File: src/design/swc_pkg.sv
// Function
// - Any source with both enable and flag set is a wake condition, ignoring global enable.
// - A sleep request with a wake condition already pending acts as a no-operation.
// - A no-operation sleep does not clear watchdog or prescaler and leaves both status bits unchanged.
// - A wake arising during or after sleep completes the sleep, then wakes at once.
// - Entering sleep clears watchdog and prescaler, sets timeout, clears powerdown bit.
// - Powerdown bit stays set after a no-operation sleep so software can tell.
// - Watchdog clear zeroes counter and prescaler and sets both status bits.
// - Crystal modes wait 1024 oscillator periods on wake; external and RC skip it.
// - After wake, global enable set jumps to vector 0004h, else continues in line.
// - The system oscillator is held stopped while asleep until a wake event.
package swc_pkg;
    // ***********************************************
    // Register map
    // ***********************************************
    localparam logic [3:0] A_INT_CTRL     = 4'h0;
    localparam logic [3:0] A_PER_IEN1     = 4'h1;
    localparam logic [3:0] A_PER_IEN2     = 4'h2;
    localparam logic [3:0] A_PER_FLAG1    = 4'h3;
    localparam logic [3:0] A_PER_FLAG2    = 4'h4;
    localparam logic [3:0] A_PORTB_CHG    = 4'h5;
    localparam logic [3:0] A_PWR_STATUS   = 4'h6;
    localparam logic [3:0] A_OSC_MODE     = 4'h7;
    localparam logic [3:0] A_WATCHDOG     = 4'h8;
    localparam logic [3:0] A_EVT_STATUS   = 4'h9;
    localparam logic [3:0] A_EVT_CLEAR    = 4'ha;
    localparam logic [3:0] A_EVT_ENABLE   = 4'hb;

    // ***********************************************
    // Field positions and reset values
    // ***********************************************
    localparam int GLB_IEN_BIT  = 7;
    localparam int TMR0_IEN_BIT = 5;
    localparam int EXT_IEN_BIT  = 4;
    localparam int PCHG_IEN_BIT = 3;
    localparam int TMR0_FLG_BIT = 2;
    localparam int EXT_FLG_BIT  = 1;
    localparam int PCHG_FLG_BIT = 0;
    localparam int PWR_PD_BIT   = 0;
    localparam int PWR_TO_BIT   = 1;
    localparam int PWR_ST_LSB   = 2;
    localparam int EV_SLEEP     = 0;
    localparam int EV_NOP       = 1;
    localparam int EV_WAKE      = 2;
    localparam int EV_WDOG      = 3;
    localparam int EV_W         = 4;
    localparam logic [7:0] RST_REG8 = 8'h00;
    localparam logic [12:0] VECTOR_ADDR = 13'h0004;

    // ***********************************************
    // Watchdog and timing
    // ***********************************************
    localparam int WD_PRE_W = 7;
    localparam int WD_CNT_W = 8;
    localparam int OST_PERIODS   = 1024;
    localparam int OSC_PERIOD_NS = 50;
    localparam int CLK_PERIOD_NS = 50;
    localparam int OST_CYCLES =
        (OST_PERIODS * OSC_PERIOD_NS + CLK_PERIOD_NS - 1) / CLK_PERIOD_NS;
    localparam int OST_W = 11;
    localparam logic [1:0] DUMMY_LAST = 2'h2;

    typedef enum logic [2:0] {
        CRYSTAL_MODE_LOW_POWER = 3'b000,
        CRYSTAL_MODE_STANDARD  = 3'b001,
        CRYSTAL_MODE_HIGH_SPEED = 3'b010,
        EXTERNAL_CLOCK_MODE    = 3'b011,
        RESISTOR_CAP_OSC_MODE  = 3'b100
    } swc_osc_e;
    localparam logic [2:0] RST_OSC = 3'b001;

    typedef enum logic [2:0] {
        ST_RUN    = 3'b000,
        ST_SLEEP  = 3'b001,
        ST_OST    = 3'b010,
        ST_RESUME = 3'b011,
        ST_DUMMY  = 3'b100
    } swc_state_e;
endpackage

File: src/design/swc_ost_if.sv
`timescale 1ns/1ps
`default_nettype none
// Start-up delay handshake between sequencer and timer
interface swc_ost_if;
    logic start;
    logic done;
    modport ctl (output start, input done);
    modport tmr (input start, output done);
endinterface
`default_nettype wire

File: src/design/swc_top.sv
// Decided for this implementation: the strobed register port and the address map.
`timescale 1ns/1ps
`default_nettype none
module swc_top (
    input  wire logic        clk,
    input  wire logic        rst_n,
    input  wire logic [3:0]  reg_addr,
    input  wire logic [7:0]  reg_wdata,
    input  wire logic        reg_wr,
    input  wire logic        reg_rd,
    output logic      [7:0]  reg_rdata,
    input  wire logic        sleep_op,
    input  wire logic        watchdog_clear_op,
    input  wire logic        tmr0_flag_set,
    input  wire logic        ext_int_flag_set,
    input  wire logic [7:0]  portb_change,
    input  wire logic [7:0]  per_flag_set_one,
    input  wire logic [7:0]  per_flag_set_two,
    output logic             osc_run,
    output logic             core_stall,
    output logic             exec_next,
    output logic             vector_jump,
    output logic      [12:0] vector_addr,
    output logic             irq
);
    // ***********************************************
    // Declarations
    // ***********************************************
    swc_ost_if ost_if ();
    swc_pkg::swc_state_e        state_ff, nxt_state;
    logic [7:0] int_ctrl_ff, peripheral_irq_enable_one_ff, peripheral_irq_enable_two_ff, peripheral_irq_flags_one_ff, peripheral_irq_flags_two_ff, portb_change_irq_enable_ff;
    logic [7:0] nxt_int_ctrl, nxt_peripheral_irq_enable_one, nxt_peripheral_irq_enable_two, nxt_peripheral_irq_flags_one, nxt_peripheral_irq_flags_two, nxt_portb_change_irq_enable;
    logic [2:0]                 osc_mode_ff, nxt_osc_mode;
    logic [swc_pkg::EV_W-1:0]   ev_st_ff, ev_en_ff, nxt_ev_st, nxt_ev_en, ev_set;
    logic [7:0]                 rdata_ff, nxt_rdata;
    logic [swc_pkg::WD_PRE_W-1:0] wd_pre_ff, nxt_wd_pre;
    logic [swc_pkg::WD_CNT_W-1:0] watchdog_counter_ff, nxt_watchdog_counter;
    logic                       timeout_status_n_ff, nxt_timeout_status_n;
    logic                       powerdown_status_n_ff, nxt_powerdown_status_n;
    logic [1:0]                 dummy_ff, nxt_dummy;
    logic                       vec_sel_ff, nxt_vec_sel;
    logic                       exec_ff, nxt_exec, vec_ff, nxt_vec;
    logic [12:0]                vaddr_ff, nxt_vaddr;
    logic                       osc_ff, nxt_osc;
    logic                       wake_cond, crystal, sleep_take, sleep_nop, wd_wrap;
    logic [7:0]                 int_flag_set;

    // Sticky flag update; hardware set wins over a software write
    function automatic logic [7:0] set_win(input logic [7:0] cur, input logic [7:0] set,
                                           input logic we, input logic [7:0] wd);
        set_win = (we ? wd : cur) | set;
    endfunction

    function automatic logic wr_hit(input logic [3:0] a);
        wr_hit = reg_wr && (reg_addr == a);
    endfunction

    // ***********************************************
    // Wake decode
    // ***********************************************
    // enable and flag pairs
    assign wake_cond =
        (int_ctrl_ff[swc_pkg::TMR0_IEN_BIT] && int_ctrl_ff[swc_pkg::TMR0_FLG_BIT]) ||
        (int_ctrl_ff[swc_pkg::EXT_IEN_BIT]  && int_ctrl_ff[swc_pkg::EXT_FLG_BIT])  ||
        (int_ctrl_ff[swc_pkg::PCHG_IEN_BIT] && int_ctrl_ff[swc_pkg::PCHG_FLG_BIT]) ||
        (|(peripheral_irq_enable_one_ff & peripheral_irq_flags_one_ff)) || (|(peripheral_irq_enable_two_ff & peripheral_irq_flags_two_ff));

    // only crystal modes need start-up delay
    assign crystal = (osc_mode_ff == swc_pkg::CRYSTAL_MODE_LOW_POWER) ||
                     (osc_mode_ff == swc_pkg::CRYSTAL_MODE_STANDARD)  ||
                     (osc_mode_ff == swc_pkg::CRYSTAL_MODE_HIGH_SPEED);

    // pending wake turns sleep into no-operation
    assign sleep_nop  = sleep_op && (state_ff == swc_pkg::ST_RUN) && wake_cond;
    assign sleep_take = sleep_op && (state_ff == swc_pkg::ST_RUN) && !wake_cond;

    // Port change flag is gated per pin by its enable
    assign int_flag_set = {5'h00, tmr0_flag_set, ext_int_flag_set, |(portb_change & portb_change_irq_enable_ff)};

    // ***********************************************
    // Register file
    // ***********************************************
    always_comb begin
        nxt_int_ctrl = set_win(int_ctrl_ff, int_flag_set, wr_hit(swc_pkg::A_INT_CTRL),
                               reg_wdata);
        nxt_peripheral_irq_enable_one     = wr_hit(swc_pkg::A_PER_IEN1)  ? reg_wdata : peripheral_irq_enable_one_ff;
        nxt_peripheral_irq_enable_two     = wr_hit(swc_pkg::A_PER_IEN2)  ? reg_wdata : peripheral_irq_enable_two_ff;
        nxt_portb_change_irq_enable     = wr_hit(swc_pkg::A_PORTB_CHG) ? reg_wdata : portb_change_irq_enable_ff;
        nxt_peripheral_irq_flags_one     = set_win(peripheral_irq_flags_one_ff, per_flag_set_one, wr_hit(swc_pkg::A_PER_FLAG1),
                               reg_wdata);
        nxt_peripheral_irq_flags_two     = set_win(peripheral_irq_flags_two_ff, per_flag_set_two, wr_hit(swc_pkg::A_PER_FLAG2),
                               reg_wdata);
        nxt_osc_mode = wr_hit(swc_pkg::A_OSC_MODE) ? reg_wdata[2:0] : osc_mode_ff;
        nxt_ev_en    = wr_hit(swc_pkg::A_EVT_ENABLE) ? reg_wdata[swc_pkg::EV_W-1:0] : ev_en_ff;
        // Clear by writing ones; a same-cycle event keeps its bit
        nxt_ev_st    = (ev_st_ff & ~(wr_hit(swc_pkg::A_EVT_CLEAR) ?
                        reg_wdata[swc_pkg::EV_W-1:0] : 4'h0)) | ev_set;
        nxt_rdata = 8'h00;
        if (reg_rd) begin
            unique case (reg_addr)
                swc_pkg::A_INT_CTRL:   nxt_rdata = int_ctrl_ff;
                swc_pkg::A_PER_IEN1:   nxt_rdata = peripheral_irq_enable_one_ff;
                swc_pkg::A_PER_IEN2:   nxt_rdata = peripheral_irq_enable_two_ff;
                swc_pkg::A_PER_FLAG1:  nxt_rdata = peripheral_irq_flags_one_ff;
                swc_pkg::A_PER_FLAG2:  nxt_rdata = peripheral_irq_flags_two_ff;
                swc_pkg::A_PORTB_CHG:  nxt_rdata = portb_change_irq_enable_ff;
                swc_pkg::A_PWR_STATUS: nxt_rdata = {3'h0, state_ff, timeout_status_n_ff,
                                                    powerdown_status_n_ff};
                swc_pkg::A_OSC_MODE:   nxt_rdata = {5'h00, osc_mode_ff};
                swc_pkg::A_WATCHDOG:   nxt_rdata = watchdog_counter_ff;
                swc_pkg::A_EVT_STATUS: nxt_rdata = {4'h0, ev_st_ff};
                swc_pkg::A_EVT_ENABLE: nxt_rdata = {4'h0, ev_en_ff};
                default:               nxt_rdata = 8'h00;
            endcase
        end
    end

    always_ff @(posedge clk) begin
        if (!rst_n) begin
            int_ctrl_ff <= swc_pkg::RST_REG8;
            peripheral_irq_enable_one_ff     <= swc_pkg::RST_REG8;
            peripheral_irq_enable_two_ff     <= swc_pkg::RST_REG8;
            peripheral_irq_flags_one_ff     <= swc_pkg::RST_REG8;
            peripheral_irq_flags_two_ff     <= swc_pkg::RST_REG8;
            portb_change_irq_enable_ff     <= swc_pkg::RST_REG8;
            osc_mode_ff <= swc_pkg::RST_OSC;
            ev_en_ff    <= '0;
            ev_st_ff    <= '0;
            rdata_ff    <= 8'h00;
        end else begin
            int_ctrl_ff <= nxt_int_ctrl;
            peripheral_irq_enable_one_ff     <= nxt_peripheral_irq_enable_one;
            peripheral_irq_enable_two_ff     <= nxt_peripheral_irq_enable_two;
            peripheral_irq_flags_one_ff     <= nxt_peripheral_irq_flags_one;
            peripheral_irq_flags_two_ff     <= nxt_peripheral_irq_flags_two;
            portb_change_irq_enable_ff     <= nxt_portb_change_irq_enable;
            osc_mode_ff <= nxt_osc_mode;
            ev_en_ff    <= nxt_ev_en;
            ev_st_ff    <= nxt_ev_st;
            rdata_ff    <= nxt_rdata;
        end
    end

    assign reg_rdata = rdata_ff;
    assign irq       = |(ev_st_ff & ev_en_ff);

    // ***********************************************
    // Watchdog and status bits
    // ***********************************************
    assign wd_wrap = (&wd_pre_ff) && (&watchdog_counter_ff);

    always_comb begin
        nxt_wd_pre             = wd_pre_ff + 7'h01;
        nxt_watchdog_counter   = (&wd_pre_ff) ? watchdog_counter_ff + 8'h01
                                              : watchdog_counter_ff;
        nxt_timeout_status_n   = wd_wrap ? 1'b0 : timeout_status_n_ff;
        nxt_powerdown_status_n = powerdown_status_n_ff;
        if (watchdog_clear_op) begin
            nxt_wd_pre             = '0;
            nxt_watchdog_counter   = '0;
            nxt_timeout_status_n   = 1'b1;
            nxt_powerdown_status_n = 1'b1;
        end else if (sleep_take) begin
            nxt_wd_pre             = '0;
            nxt_watchdog_counter   = '0;
            nxt_timeout_status_n   = 1'b1;
            nxt_powerdown_status_n = 1'b0;
        end
        // no-operation sleep falls through, bits untouched
    end

    always_ff @(posedge clk) begin
        if (!rst_n) begin
            wd_pre_ff             <= '0;
            watchdog_counter_ff   <= '0;
            timeout_status_n_ff   <= 1'b1;
            powerdown_status_n_ff <= 1'b1;
        end else begin
            wd_pre_ff             <= nxt_wd_pre;
            watchdog_counter_ff   <= nxt_watchdog_counter;
            timeout_status_n_ff   <= nxt_timeout_status_n;
            powerdown_status_n_ff <= nxt_powerdown_status_n;
        end
    end

    // ***********************************************
    // Sleep and wake sequencer
    // ***********************************************
    assign ev_set = {wd_wrap, (state_ff == swc_pkg::ST_SLEEP) && wake_cond, sleep_nop,
                     sleep_take};

    always_comb begin
        nxt_state    = state_ff;
        nxt_dummy    = dummy_ff;
        nxt_vec_sel  = vec_sel_ff;
        nxt_exec     = 1'b0;
        nxt_vec      = 1'b0;
        nxt_vaddr    = vaddr_ff;
        ost_if.start = 1'b0;
        unique case (state_ff)
            swc_pkg::ST_RUN: begin
                if (sleep_take) begin
                    nxt_state = swc_pkg::ST_SLEEP;
                end
            end
            // sleep already completed, wake at once
            swc_pkg::ST_SLEEP: begin
                if (wake_cond) begin
                    if (crystal) begin
                        nxt_state    = swc_pkg::ST_OST;
                        ost_if.start = 1'b1;
                    end else begin
                        nxt_state = swc_pkg::ST_RESUME;
                    end
                end
            end
            swc_pkg::ST_OST: begin
                if (ost_if.done) begin
                    nxt_state = swc_pkg::ST_RESUME;
                end
            end
            // global enable picks vector or in-line
            swc_pkg::ST_RESUME: begin
                nxt_exec    = 1'b1;
                nxt_vec_sel = int_ctrl_ff[swc_pkg::GLB_IEN_BIT];
                nxt_dummy   = 2'h0;
                nxt_state   = int_ctrl_ff[swc_pkg::GLB_IEN_BIT] ? swc_pkg::ST_DUMMY
                                                               : swc_pkg::ST_RUN;
            end
            swc_pkg::ST_DUMMY: begin
                nxt_dummy = dummy_ff + 2'h1;
                if (dummy_ff == swc_pkg::DUMMY_LAST) begin
                    nxt_vec   = 1'b1;
                    nxt_vaddr = swc_pkg::VECTOR_ADDR;
                    nxt_state = swc_pkg::ST_RUN;
                end
            end
            default: nxt_state = swc_pkg::ST_RUN;
        endcase
        nxt_osc = (nxt_state != swc_pkg::ST_SLEEP);
    end

    always_ff @(posedge clk) begin
        if (!rst_n) begin
            state_ff   <= swc_pkg::ST_RUN;
            dummy_ff   <= 2'h0;
            vec_sel_ff <= 1'b0;
            exec_ff    <= 1'b0;
            vec_ff     <= 1'b0;
            vaddr_ff   <= 13'h0000;
            osc_ff     <= 1'b1;
        end else begin
            state_ff   <= nxt_state;
            dummy_ff   <= nxt_dummy;
            vec_sel_ff <= nxt_vec_sel;
            exec_ff    <= nxt_exec;
            vec_ff     <= nxt_vec;
            vaddr_ff   <= nxt_vaddr;
            osc_ff     <= nxt_osc;
        end
    end

    swc_ost_timer u_ost (
        .clk   (clk),
        .rst_n (rst_n),
        .ost   (ost_if.tmr)
    );

    assign osc_run     = osc_ff;
    assign core_stall  = (state_ff == swc_pkg::ST_SLEEP) || (state_ff == swc_pkg::ST_OST);
    assign exec_next   = exec_ff;
    assign vector_jump = vec_ff;
    assign vector_addr = vaddr_ff;

    // ***********************************************
    // Assertions
    // ***********************************************
    logic [10:0] ost_len_ff;
    always_ff @(posedge clk) begin
        if (!rst_n || state_ff != swc_pkg::ST_OST) begin
            ost_len_ff <= 11'h000;
        end else begin
            ost_len_ff <= ost_len_ff + 11'h001;
        end
    end
    localparam logic [10:0] OST_LAST = 11'(swc_pkg::OST_CYCLES - 1);

    property p_wake_any;
        @(posedge clk) disable iff (!rst_n)
        (state_ff == swc_pkg::ST_SLEEP) && wake_cond && !int_ctrl_ff[swc_pkg::GLB_IEN_BIT]
        |=> state_ff != swc_pkg::ST_SLEEP;
    endproperty
    a_wake_any: assert property (p_wake_any) else $error("no wake with global off");

    property p_nop_sleep;
        @(posedge clk) disable iff (!rst_n)
        sleep_op && (state_ff == swc_pkg::ST_RUN) && wake_cond
        |=> (state_ff == swc_pkg::ST_RUN) && osc_run;
    endproperty
    a_nop_sleep: assert property (p_nop_sleep) else $error("pending wake still slept");

    property p_nop_keep;
        @(posedge clk) disable iff (!rst_n)
        sleep_nop && !watchdog_clear_op && !wd_wrap
        |=> $stable(timeout_status_n_ff) && $stable(powerdown_status_n_ff)
            && watchdog_counter_ff >= $past(watchdog_counter_ff);
    endproperty
    a_nop_keep: assert property (p_nop_keep) else $error("nop sleep touched state");

    property p_sleep_done;
        @(posedge clk) disable iff (!rst_n)
        (state_ff == swc_pkg::ST_SLEEP) && wake_cond
        |=> state_ff inside {swc_pkg::ST_OST, swc_pkg::ST_RESUME} && !powerdown_status_n_ff;
    endproperty
    a_sleep_done: assert property (p_sleep_done) else $error("late wake mishandled");

    property p_sleep_in;
        @(posedge clk) disable iff (!rst_n)
        sleep_take |=> (watchdog_counter_ff == 8'h00) && (wd_pre_ff == 7'h00)
                        && timeout_status_n_ff && !powerdown_status_n_ff;
    endproperty
    a_sleep_in: assert property (p_sleep_in) else $error("sleep entry state wrong");

    property p_nop_pd;
        @(posedge clk) disable iff (!rst_n)
        sleep_nop && powerdown_status_n_ff |=> powerdown_status_n_ff;
    endproperty
    a_nop_pd: assert property (p_nop_pd) else $error("powerdown bit cleared on nop");

    property p_wd_clear;
        @(posedge clk) disable iff (!rst_n)
        watchdog_clear_op |=> (watchdog_counter_ff == 8'h00) && (wd_pre_ff == 7'h00)
                              && timeout_status_n_ff && powerdown_status_n_ff;
    endproperty
    a_wd_clear: assert property (p_wd_clear) else $error("watchdog clear incomplete");

    property p_ost_len;
        @(posedge clk) disable iff (!rst_n)
        (state_ff == swc_pkg::ST_OST) && ost_if.done |-> ost_len_ff == OST_LAST;
    endproperty
    a_ost_len: assert property (p_ost_len) else $error("start-up delay length wrong");

    property p_no_ost;
        @(posedge clk) disable iff (!rst_n)
        (state_ff == swc_pkg::ST_SLEEP) && wake_cond && !crystal
        |=> state_ff == swc_pkg::ST_RESUME;
    endproperty
    a_no_ost: assert property (p_no_ost) else $error("delay applied in non-crystal mode");

    property p_inline;
        @(posedge clk) disable iff (!rst_n)
        (state_ff == swc_pkg::ST_RESUME) && !int_ctrl_ff[swc_pkg::GLB_IEN_BIT]
        |=> exec_next && !vector_jump ##1 !vector_jump [*4];
    endproperty
    a_inline: assert property (p_inline) else $error("in-line wake vectored");

    property p_vector;
        @(posedge clk) disable iff (!rst_n)
        (state_ff == swc_pkg::ST_RESUME) && int_ctrl_ff[swc_pkg::GLB_IEN_BIT]
        |=> exec_next ##1 !vector_jump [*2] ##1 vector_jump && (vector_addr == 13'h0004);
    endproperty
    a_vector: assert property (p_vector) else $error("vector sequence wrong");

    property p_osc_off;
        @(posedge clk) disable iff (!rst_n)
        (state_ff == swc_pkg::ST_SLEEP) |-> !osc_run && core_stall;
    endproperty
    a_osc_off: assert property (p_osc_off) else $error("oscillator ran in sleep");

    c_nop: cover property (@(posedge clk) disable iff (!rst_n) sleep_nop);
    c_vec: cover property (@(posedge clk) disable iff (!rst_n) vector_jump);
    c_ost: cover property (@(posedge clk) disable iff (!rst_n)
                           (state_ff == swc_pkg::ST_OST) && ost_if.done);
    c_inl: cover property (@(posedge clk) disable iff (!rst_n) exec_next && !vec_sel_ff);
endmodule // swc_top
`default_nettype wire

File: src/design/swc_ost_timer.sv
`timescale 1ns/1ps
`default_nettype none
module swc_ost_timer (
    input  wire logic clk,
    input  wire logic rst_n,
    swc_ost_if.tmr    ost
);
    localparam logic [10:0] LAST = 11'(swc_pkg::OST_CYCLES - 1);
    logic                       busy_ff;
    logic                       nxt_busy;
    logic [swc_pkg::OST_W-1:0]  cnt_ff;
    logic [swc_pkg::OST_W-1:0]  nxt_cnt;

    // Done is combinational so the sequencer leaves on the last cycle
    assign ost.done = busy_ff && (cnt_ff == LAST);

    // Count oscillator periods while busy
    always_comb begin
        nxt_busy = busy_ff;
        nxt_cnt  = cnt_ff;
        if (ost.start) begin
            nxt_busy = 1'b1;
            nxt_cnt  = '0;
        end else if (busy_ff) begin
            nxt_cnt = cnt_ff + 11'h001;
            if (ost.done) begin
                nxt_busy = 1'b0;
            end
        end
    end

    always_ff @(posedge clk) begin
        if (!rst_n) begin
            busy_ff <= 1'b0;
            cnt_ff  <= '0;
        end else begin
            busy_ff <= nxt_busy;
            cnt_ff  <= nxt_cnt;
        end
    end

    property p_ost_len;
        @(posedge clk) disable iff (!rst_n)
        busy_ff && !ost.done && !ost.start
        |=> busy_ff && (cnt_ff == $past(cnt_ff) + 11'h001);
    endproperty
    a_ost_len: assert property (p_ost_len) else $error("start-up delay end miscounted");
endmodule // swc_ost_timer
`default_nettype wire

File: config.mk
export PLATFORM = sky130hd
export DESIGN_NAME = swc_top
export DESIGN_NICKNAME = d
export VERILOG_FILES = /design/src/design/swc_pkg.sv /design/src/design/swc_ost_if.sv /design/src/design/swc_top.sv /design/src/design/swc_ost_timer.sv
export SDC_FILE = /design/constraint.sdc
export NUM_CORES = 1
export LEC_CHECK = 0
export BUFFER_PORTS_ARGS = -buffer_cell sky130_fd_sc_hd__buf_4
export CORE_ASPECT_RATIO = 1.75
export CORE_MARGIN = 10
export CORE_UTILIZATION = 50
export DETAILED_ROUTE_END_ITERATION = 10
export PLACE_DENSITY_LB_ADDON = 0.15
export SLEW_MARGIN = 20
export SYNTH_ARGS = -nofsm -noshare
export SYNTH_HDL_FRONTEND = slang
export SYNTH_SLANG_ARGS = --single-unit
File: constraint.sdc
create_clock -name clk -period 2.06 [get_ports clk]
set_input_delay 0.103 -clock clk [delete_from_list [all_inputs] [get_ports clk]]
set_output_delay 0.103 -clock clk [all_outputs]
set_load 0.01 [all_outputs]
# Word level (Yosys, flattened, before mapping)
# Cells that the tools add are included.
[totals]
reg_bits = 105
latch_bits = 0
ramBits = 0
mem_bits_ro = 0
in_bits = 44
out_inout_bits = 26
elab_cells = 120
n_memories = 0
[op_classes]
addsub = 4
n_mul = 0
div = 0
magnitude_cmp = 0
n_eq_ne = 20
n_shift = 0
mux = 21
bitwise_logic = 11
n_reduce_logical = 42
[op_table]
columns = ["operator", "count"]
rows = [
  ["$pmux W8 S11", 1],
  ["$and A8 B8 Y8", 3],
  ["$mux W8", 3],
  ["$reduce_or A8 Y1", 3],
  ["$logic_and A1 B1 Y1", 18],
  ["$eq A4 B3 Y1 const B", 4],
  ["$eq A4 B4 Y1 const B", 4],
  ["$or A8 B8 Y8", 2],
  ["$mux W3", 5],
  ["$pmux W3 S5", 1],
  ["$add A11 B1 Y11 const B", 1],
  ["$eq A11 B10 Y1 const B", 1],
  ["$eq A3 B2 Y1 const B", 3],
  ["$mux W1", 9],
  ["$add A8 B1 Y8 const B", 1],
  ["$and A4 B4 Y4", 2],
  ["$eq A4 B2 Y1 const B", 2],
  ["$or A8 B3 Y8", 1],
  ["$reduce_and A8 Y1", 1],
  ["$add A7 B1 Y7 const B", 1],
  ["$logic_or A1 B1 Y1", 7],
  ["$reduce_and A7 Y1", 1],
  ["$eq A3 B1 Y1 const B", 2],
  ["$logic_not A3 Y1", 2],
  ["17 further kinds", 20],
]

# Logic depth before layout (Yosys ltp)
# Gate-level depths: netlist of run 1.
[depth]
ltp_word = 10
depth_mapped = 8
mapped_depth_nobuf = 7

# Hierarchy
# A second synthesis of run 1 with hierarchy kept.
[unflattened]
hier_cells = 568
hier_area_um2 = 5101.1
[modules_own_cells]
columns = ["module", "instances", "cells_each", "area_per_inst_um2", "seq_area_each_um2"]
rows = [
  ["swc_top", 1, 506, 4534.3, 1861.8],
  ["swc_ost_timer", 1, 62, 566.8, 240.2],
]

# Worst setup path before layout of run 1
# Ideal clock, no wire load.
[synth_timing]
kind = "reg-to-reg"
start = "register wd_pre_ff[0] (netlist bit)"
end = "register timeout_status_n_ff"
setup_time_ps = 114
arrival_time_ps = 1608
required_ps = 1946
setup_slack_ps = 338
path_stages_with_launch = 9
path_buffers = 1
synth_period_minus_slack_ps = 1722
cell_sequence = "dfxtp_1 ha_1 and4_1 and3_1 buf_2 nand2_1 nor3_2 nand3_1 a21o_1"
[synth_between]
elab_chain_cells = 2
[synth_lines]
columns = ["element", "line_no", "rtl"]
rows = [
  ["from (decl)", "swc_top.sv:36", "logic [swc_pkg::WD_PRE_W-1:0] wd_pre_ff, nxt_wd_pre;"],
  ["from (signal assigned)", "swc_top.sv:179", "wd_pre_ff <= nxt_wd_pre;"],
  ["$reduce_and A7 Y1", "swc_top.sv:150", "assign wd_wrap = (&wd_pre_ff) && (&watchdog_counter_ff);"],
  ["$logic_and A1 B1 Y1", "swc_top.sv:150", ""],
  ["to (signal assigned)", "swc_top.sv:181", "timeout_status_n_ff <= nxt_timeout_status_n;"],
  ["to (decl)", "swc_top.sv:38", "logic timeout_status_n_ff, nxt_timeout_status_n;"],
]
# No other way between the ends.
# A chain may end at the register's enable or synchronous reset.

# Final worst setup path of run 1
# Same ends and word-level chain as after synthesis.

==> flow_metrics.py, run 1 <==
metrics = {
    "pwr": {
        "p_per_area_nw_per_um2": 730.2,
        "intPower_uw": 3395,
        "power_switching_uw": 1086,
        "p_clk_share_pct": 41.7,
        "swShare_pct": 24.24,
        "pwr-share-comb_pct": 10.5,
        "p_leak_uw": 0.002603,
        "seqPwrFrac_pct": 47.8,
        "ir_drop_uv": 460.3,
        "total_power_uw": 4481,
    },
    "grt": {
        "grt_overflow": 0,
        "antenna_found_initial": 0,
        "grt_pass1_wl_um": 23600,
        "grt_start_max_net_pins": 32,
        "grt_pass1_vias": 4479,
        "track_usage_pct": 20.59,
    },
    "die": {
        "die_w_um": 96.43,
        "fp.dieArea_um2": 14830,
        "rows": 48,
        "start_util_pct": 51.58,
        "die-height_um": 153.8,
        "io_pins": 70,
        "core_area_um2": 9910,
    },
    "cells_and_area": {
        "final_common_cell": "dfxtp_1",
        "area_delta_synth_final_pct": 20.07,
        "nNetsFinal": 701,
        "layout_common_cells": "105 x dfxtp_1, 74 x buf_4, 69 x nor2_1, 57 x mux2i_1, 55 x nand2_1",
        "drive_gt1_share_pct": 18.39,
        "nFillCells": 915,
        "n_antenna_cell": 0,
    },
    "worst_setup_path": {
        "rr_worst_depth": 7,
        "cp-start-kind": "register",
        "critPathKind": "register to register",
        "cp-end-kind": "register",
        "r2r-end": "timeout_status_n_ff",
        "cp_max_fo": 4,
        "r2r_start": "wd_pre_ff[0]",
        "r2r_slack_ns": 0.17,
        "cp.required_ns": 2.31,
        "arrival_ns": 2.14,
    },
    "route": {
        "met2WireLength_um": 8056,
        "final_antenna_net_count": 0,
        "via_count": 4400,
        "drc_errors": 0,
        "wl_met1_um": 5427,
        "via_per_inst": 5.619,
        "drtIter0Drc": 259,
        "route.met3.wl_um": 718,
        "wl_per_cell_um": 19.03,
        "highest_layer": "met4",
        "routed_wl_um": 14900,
        "dr.pass1.iters": 5,
    },
    "sta": {
        "rsz0062_at_grt": "false",
        "slew_violations": 0,
        "hold_viol_final": 0,
        "fmax_ghz": 0.5287,
        "fin_worst_skew_ns": 0.006783,
        "period_share_pct": 91.81,
        "setup_viol": 0,
        "setup-tns-final_ns": 0,
        "worst_pin_slew_ns": 0.5371,
        "fin_crit_ns": 1.891,
        "maxSlewHeadroom_pct": 63.92,
    },
    "hold_path": {
        "worstHoldEndpoint": "int_ctrl_ff[0]",
        "min_path_type": "input pin to register",
        "hold_depth": 3,
        "min_from": "portb_change[5]",
    },
    "placement": {
        "port_buffers": 57,
        "hpwl_um": 11430,
        "gp_congestion": 0.9850,
    },
    "synthesis": {
        "ys_warn_count": 0,
        "avgSynthCellArea_um2": 8.782,
        "synth-edff-count": 0,
        "synth_area_um2": 5111,
        "synthCells": 582,
        "synthArstFlopShare_pct": 0,
        "yosysSeqAreaShare_pct": 41.13,
        "ys.flop_type": "dfxtp_1",
        "synth.ff_latch_count": 105,
        "synth.distinct_cells": 56,
    },
    "cts": {
        "cts_setup_buffers": 0,
        "cts.sinks": 105,
        "numCtsBuffers": 9,
        "cts.clk_slew.worst_paths_ns": 0.07,
        "cts_root_buf": "clkbuf_16",
        "clkLatencyLatePin_ns": 0.35,
        "cts_buffer_depth": 2,
        "cts.htree.levels": 3,
        "tritoncts": "built",
    },
    "job": {
        "drv_cap": 0,
    },
    "run_status": {
        "outcome": "completed",
    },
}
-- synthesized netlist by cell type (5+ instances only) --
cell	instances	area share [%]
nand3_1	27	2.6
inv_1	25	1.8
nor2b_1	9	1.1
nor2_4	10	2.2
dfxtp_1	105	41
clkbuf_1	18	1.3
nor3_1	6	0.59
xnor2_1	9	1.5
nor2_1	69	5.1
a22o_1	7	1.2
and3_1	5	0.61
nand3b_1	5	0.73
nand2_1	55	4.0
buf_4	13	1.9
a221oi_1	7	1.2
a21oi_1	53	5.2
xor2_1	13	2.2
o21ai_0	15	1.5
mux2i_1	57	11
buf_2	10	0.98
-- worst max-delay path: stages, from the launching register on --
cell,delay (ns)
dfxtp_1,0.36
ha_1,0.21
and4_1,0.23
and3_1,0.27
nand2_1,0.14
nor3_2,0.25
nand3_1,0.14
a21o_1,0.19
-- timing repair --
| item | in CTS | in global routing |
|---|---|---|
| hold buffers | 20 | 0 |
| gates resized for setup | 0 | 0 |
| hold endpoints to repair | 20 | 0 |
-- worst max-delay path by stage --
| stage | from | to | depth (start not counted) |
|---|---|---|---|
| 6_report | wd_pre_ff[0] | timeout_status_n_ff | 7 |
| 5_1_grt | wd_pre_ff[0] | timeout_status_n_ff | 7 |
| 4_1_cts | wd_pre_ff[0] | timeout_status_n_ff | 7 |
| 3_5_place_dp | wd_pre_ff[0] | timeout_status_n_ff | 7 |
| 3_3_place_gp | wd_pre_ff[0] | timeout_status_n_ff | 7 |
| 2_1_floorplan | wd_pre_ff[0] | timeout_status_n_ff | 8 |
-- metrics by stage --
stage | area, µm² | utilization (%) | setup WS (ns) | std cells | hold slack, ns
2_1_floorplan | 5152 | - | 0.3385 | 593 | 0.1974
3_3_place_gp | 5610 | 56.62 | 0.2519 | 747 | 0.2987
6_report | 6137 | 61.93 | 0.1687 | 783 | 0.03106
5_1_grt | 6137 | 61.93 | 0.04166 | 783 | 0.03084
3_5_place_dp | 5610 | 56.62 | 0.1963 | 747 | 0.3064
4_1_cts | 6137 | 61.93 | 0.1662 | 783 | 0.02763
-- area by class of cell --
| cell class | count | area [µm²] | share of cell area [%] |
|---|---|---|---|
| timing repair buffer | 94 | 755.7 | 12.31 |
| tap | 125 | 156.4 | 2.548 |
| inverter | 26 | 97.59 | 1.590 |
| sequential | 105 | 2102 | 34.25 |
| clock inverter | 6 | 87.58 | 1.427 |
| clock buffer | 10 | 239.0 | 3.894 |
| multi-input combinational | 417 | 2699 | 43.98 |
-- power by group through the flow --
stage / combinational [µW] / sequential [µW] / clock, µW
floorplan: 299 / 2160 / 0
global placement: 433 / 2180 / 0
detailed placement: 439 / 2190 / 0
CTS: 469 / 2140 / 1900
global route: 512 / 2150 / 1980
finish: 471 / 2140 / 1870
-- kinds of logic (layout without fill, tap and decap cells) --
group                    after synthesis  count (layout)  synth area share (%)
AND/OR/NAND/NOR                      211             211                 21.47
AO/OA/AOI/OAI                        109             109                 14.10
flip-flops                           105             105                 41.13
buffers and inverters                 71             136                 6.879
multiplexers                          59              59                 11.60
XOR/XNOR                              22              22                 3.770
adder cells (fa/ha/maj)                4               4                0.9792
other                                  1              12               0.07337
-- flip-flops by register name, summed over array words and instances, names as in the netlist, 2 cells and up --
register                      count
dummy_ff                          2
ev_en_ff                          4
ev_st_ff                          4
int_ctrl_ff                       8
osc_mode_ff                       3
peripheral_irq_enable_one_ff      8
peripheral_irq_enable_two_ff      8
peripheral_irq_flags_one_ff       8
peripheral_irq_flags_two_ff       8
portb_change_irq_enable_ff        8
reg_rdata                         8
state_ff                          3
u_ost.cnt_ff                     11
watchdog_counter_ff               8
wd_pre_ff                         7
-- routing by layer --
layer  GRT usage, %  vias to the layer above
met5              0                        -
met4          11.27                        0
met3          4.388                       40
met2          36.69                      121
met1          21.21                     2108
li1               -                     2131
No activity file was read; power rests on OpenSTA's default activity.
==> run 2: changes to the inputs <==
--- a/config.mk
+++ b/config.mk
@@ -9,8 +9,11 @@
 export CORE_ASPECT_RATIO = 1.75
 export CORE_MARGIN = 10
 export CORE_UTILIZATION = 50
+export CTS_CLUSTER_DIAMETER = 30
 export DETAILED_ROUTE_END_ITERATION = 10
 export PLACE_DENSITY_LB_ADDON = 0.15
+export REMOVE_ABC_BUFFERS = 1
+export SETUP_SLACK_MARGIN = 0.4
 export SLEW_MARGIN = 20
 export SYNTH_ARGS = -nofsm -noshare
 export SYNTH_HDL_FRONTEND = slang
==> flow_metrics.py, run 2 (same netlist as run 1, synthesis figures left out) <==
metrics = {
    "worst_setup_path": {
        "r2r_start": "peripheral_irq_flags_one_ff[3]",
        "arrival_ns": 2.00,
        "r2r_slack_ns": 0.29,
        "cp.required_ns": 2.29,
        "crit_path_start": "peripheral_irq_flags_one_ff[3]",
        "cpPeakStageDelay_ns": 0.32,
        "cp_slowest_cell": "dfxtp_2",
        "r2r-end": "osc_run",
        "crit_end": "osc_run",
        "crit_top_cell": "a22o_1",
        "rr_worst_depth": 7,
        "cp_max_fo": 6,
        "cp-start-kind": "register",
        "cp-end-kind": "register",
        "critPathKind": "register to register",
        "path_cells": "a22o_1 -> a221oi_2 -> and4_4 -> buf_6 -> nand2_8 -> a22o_1 -> nand4b_4",
    },
    "die": {
        "die-height_um": 153.8,
        "die_w_um": 96.43,
        "io_pins": 70,
        "rows": 48,
        "fp.dieArea_um2": 14830,
        "start_util_pct": 51.58,
        "core_area_um2": 9910,
    },
    "run_status": {
        "outcome": "completed",
    },
    "placement": {
        "placed_area_um2": 5608,
        "hpwl_um": 10920,
        "port_buffers": 57,
        "gp_congestion": 1.002,
    },
    "grt": {
        "grt_overflow": 0,
        "track_usage_pct": 20.25,
        "grt_pass1_vias": 4535,
        "antenna_found_initial": 0,
        "grt_start_max_net_pins": 47,
        "grt_pass1_wl_um": 23550,
    },
    "cells_and_area": {
        "utilization_pct": 63.81,
        "nNetsFinal": 708,
        "drive_gt1_share_pct": 22.71,
        "layout_common_cells": "100 x dfxtp_1, 77 x buf_4, 58 x nor2_1, 57 x mux2i_1, 54 x nand2_1",
        "final_common_cell": "dfxtp_1",
        "n_antenna_cell": 0,
        "largest_register_ffs": 11,
        "design_area_um2": 6324,
        "area_delta_synth_final_pct": 23.72,
        "top_register": "u_ost.cnt_ff",
    },
    "route": {
        "drtIter0Drc": 282,
        "drc_errors": 0,
        "via_per_inst": 5.805,
        "final_antenna_net_count": 0,
        "via_count": 4586,
        "wl_per_cell_um": 19.23,
        "dr.pass1.iters": 5,
        "routed_wl_um": 15190,
    },
    "job": {
        "drv_cap": 0,
    },
    "cts": {
        "cts.sinks": 105,
        "clkLatencyLatePin_ns": 0.35,
        "tritoncts": "built",
        "cts_root_buf": "clkbuf_16",
        "numCtsBuffers": 9,
        "cts_buffer_depth": 2,
        "cts.htree.levels": 3,
        "cts.clk_slew.worst_paths_ns": 0.07,
    },
    "sta": {
        "hold_viol_final": 0,
        "fmax_ghz": 0.5662,
        "period_share_pct": 85.74,
        "fin_crit_ns": 1.766,
        "setup_viol": 0,
        "maxSlewHeadroom_pct": 66.67,
        "fin_worst_skew_ns": 0.008877,
        "setup-tns-final_ns": 0,
        "worst_pin_slew_ns": 0.4987,
        "slew_violations": 0,
        "rsz0062_at_grt": "true",
    },
    "hold_path": {
        "min_path_type": "input pin to register",
    },
    "pwr": {
        "swShare_pct": 25.00,
        "p_clk_share_pct": 40.1,
        "p_leak_uw": 0.002673,
        "p_per_area_nw_per_um2": 701.5,
        "ir_drop_uv": 459.9,
        "intPower_uw": 3327,
        "pwr-share-comb_pct": 11.6,
        "seqPwrFrac_pct": 48.3,
        "power_switching_uw": 1109,
    },
}
## run 2: changes by cell type in the layout (fill, tap and decap cells not counted), moves of 2 or more
cell      before  now
nor2_1        69   58
nor2_2         1   12
dfxtp_1      105  100
dfxtp_2        0    5
buf_4         74   77
buf_6          0    2
inv_6          2    0
nand3b_4       0    2
## run 2: worst max-delay path, delay by kind of cell, from the launching register on
kind	cells	cell delay (ns)
simple gates	3	0.52
buf+inv	1	0.12
flops	1	0.32
compound gates	3	0.69
## run 2: area by class of cell
class	count	area (µm²)
Inverter	26	97.59
Tap cell	125	156.4
Fill cell	870	3586
Sequential cell	105	2108
Clock buffer	12	256.5
Multi-Input combinational cell	419	2843
Timing Repair Buffer	99	810.8
Clock inverter	4	51.30
## run 2: repair_timing
| item | CTS | global route |
|---|---|---|
| cloned | 1 | 1 |
| setup buffers | 4 | 4 |
| endpoints found under the setup margin | 31 | 34 |
| hold buffers | 19 | 0 |
| pin swaps | 21 | 22 |
| resized for setup | 11 | 24 |
| endpoints found under the hold margin | 19 | 0 |
## run 2: stage by stage
stage               hold slack (ns)  total power, µW  cells  setup slack, ns
finish                      0.03418             4436    790           0.2938
global placement             0.2992             2615    745           0.2493
floorplan                    0.1748             2386    548           0.2294
detailed placement           0.3045             2621    745           0.1979
CTS                         0.01160             4428    785           0.2877
global route                0.03794             4577    790           0.2408
## run 2: power by group through the flow
stage               registers [µW]  logic [µW]  clock network (µW)
global route                  2140         556                1880
global placement              2180         432                   0
detailed placement            2180         436                   0
floorplan                     2170         220                   0
CTS                           2140         491                1800
finish                        2140         516                1780
## run 2: worst min path at each step
| stage | start | to | slack, ns | depth (start not counted) |
|---|---|---|---|---|
| after floorplan | rst_n | osc_mode_ff[0] | 0.17 | 1 |
| after global routing | portb_change[5] | int_ctrl_ff[0] | 0.04 | 3 |
| after CTS | rst_n | osc_mode_ff[0] | 0.01 | 2 |
| after detailed placement | watchdog_clear_op | powerdown_status_n_ff | 0.30 | 2 |
| after global placement | watchdog_clear_op | powerdown_status_n_ff | 0.30 | 2 |
| final | portb_change[5] | int_ctrl_ff[0] | 0.03 | 3 |
## run 2: metal layers
metal / part of all wire, % / wire length, µm / up-vias / global-route usage (%)
met4: 4.7 / 721 / 0 / 9.458
met5: 0 / 0 / - / 0
met3: 5.5 / 842 / 51 / 4.632
met2: 52 / 7833 / 168 / 35.69
li1: - / - / 2157 / -
met1: 38 / 5793 / 2210 / 21.69
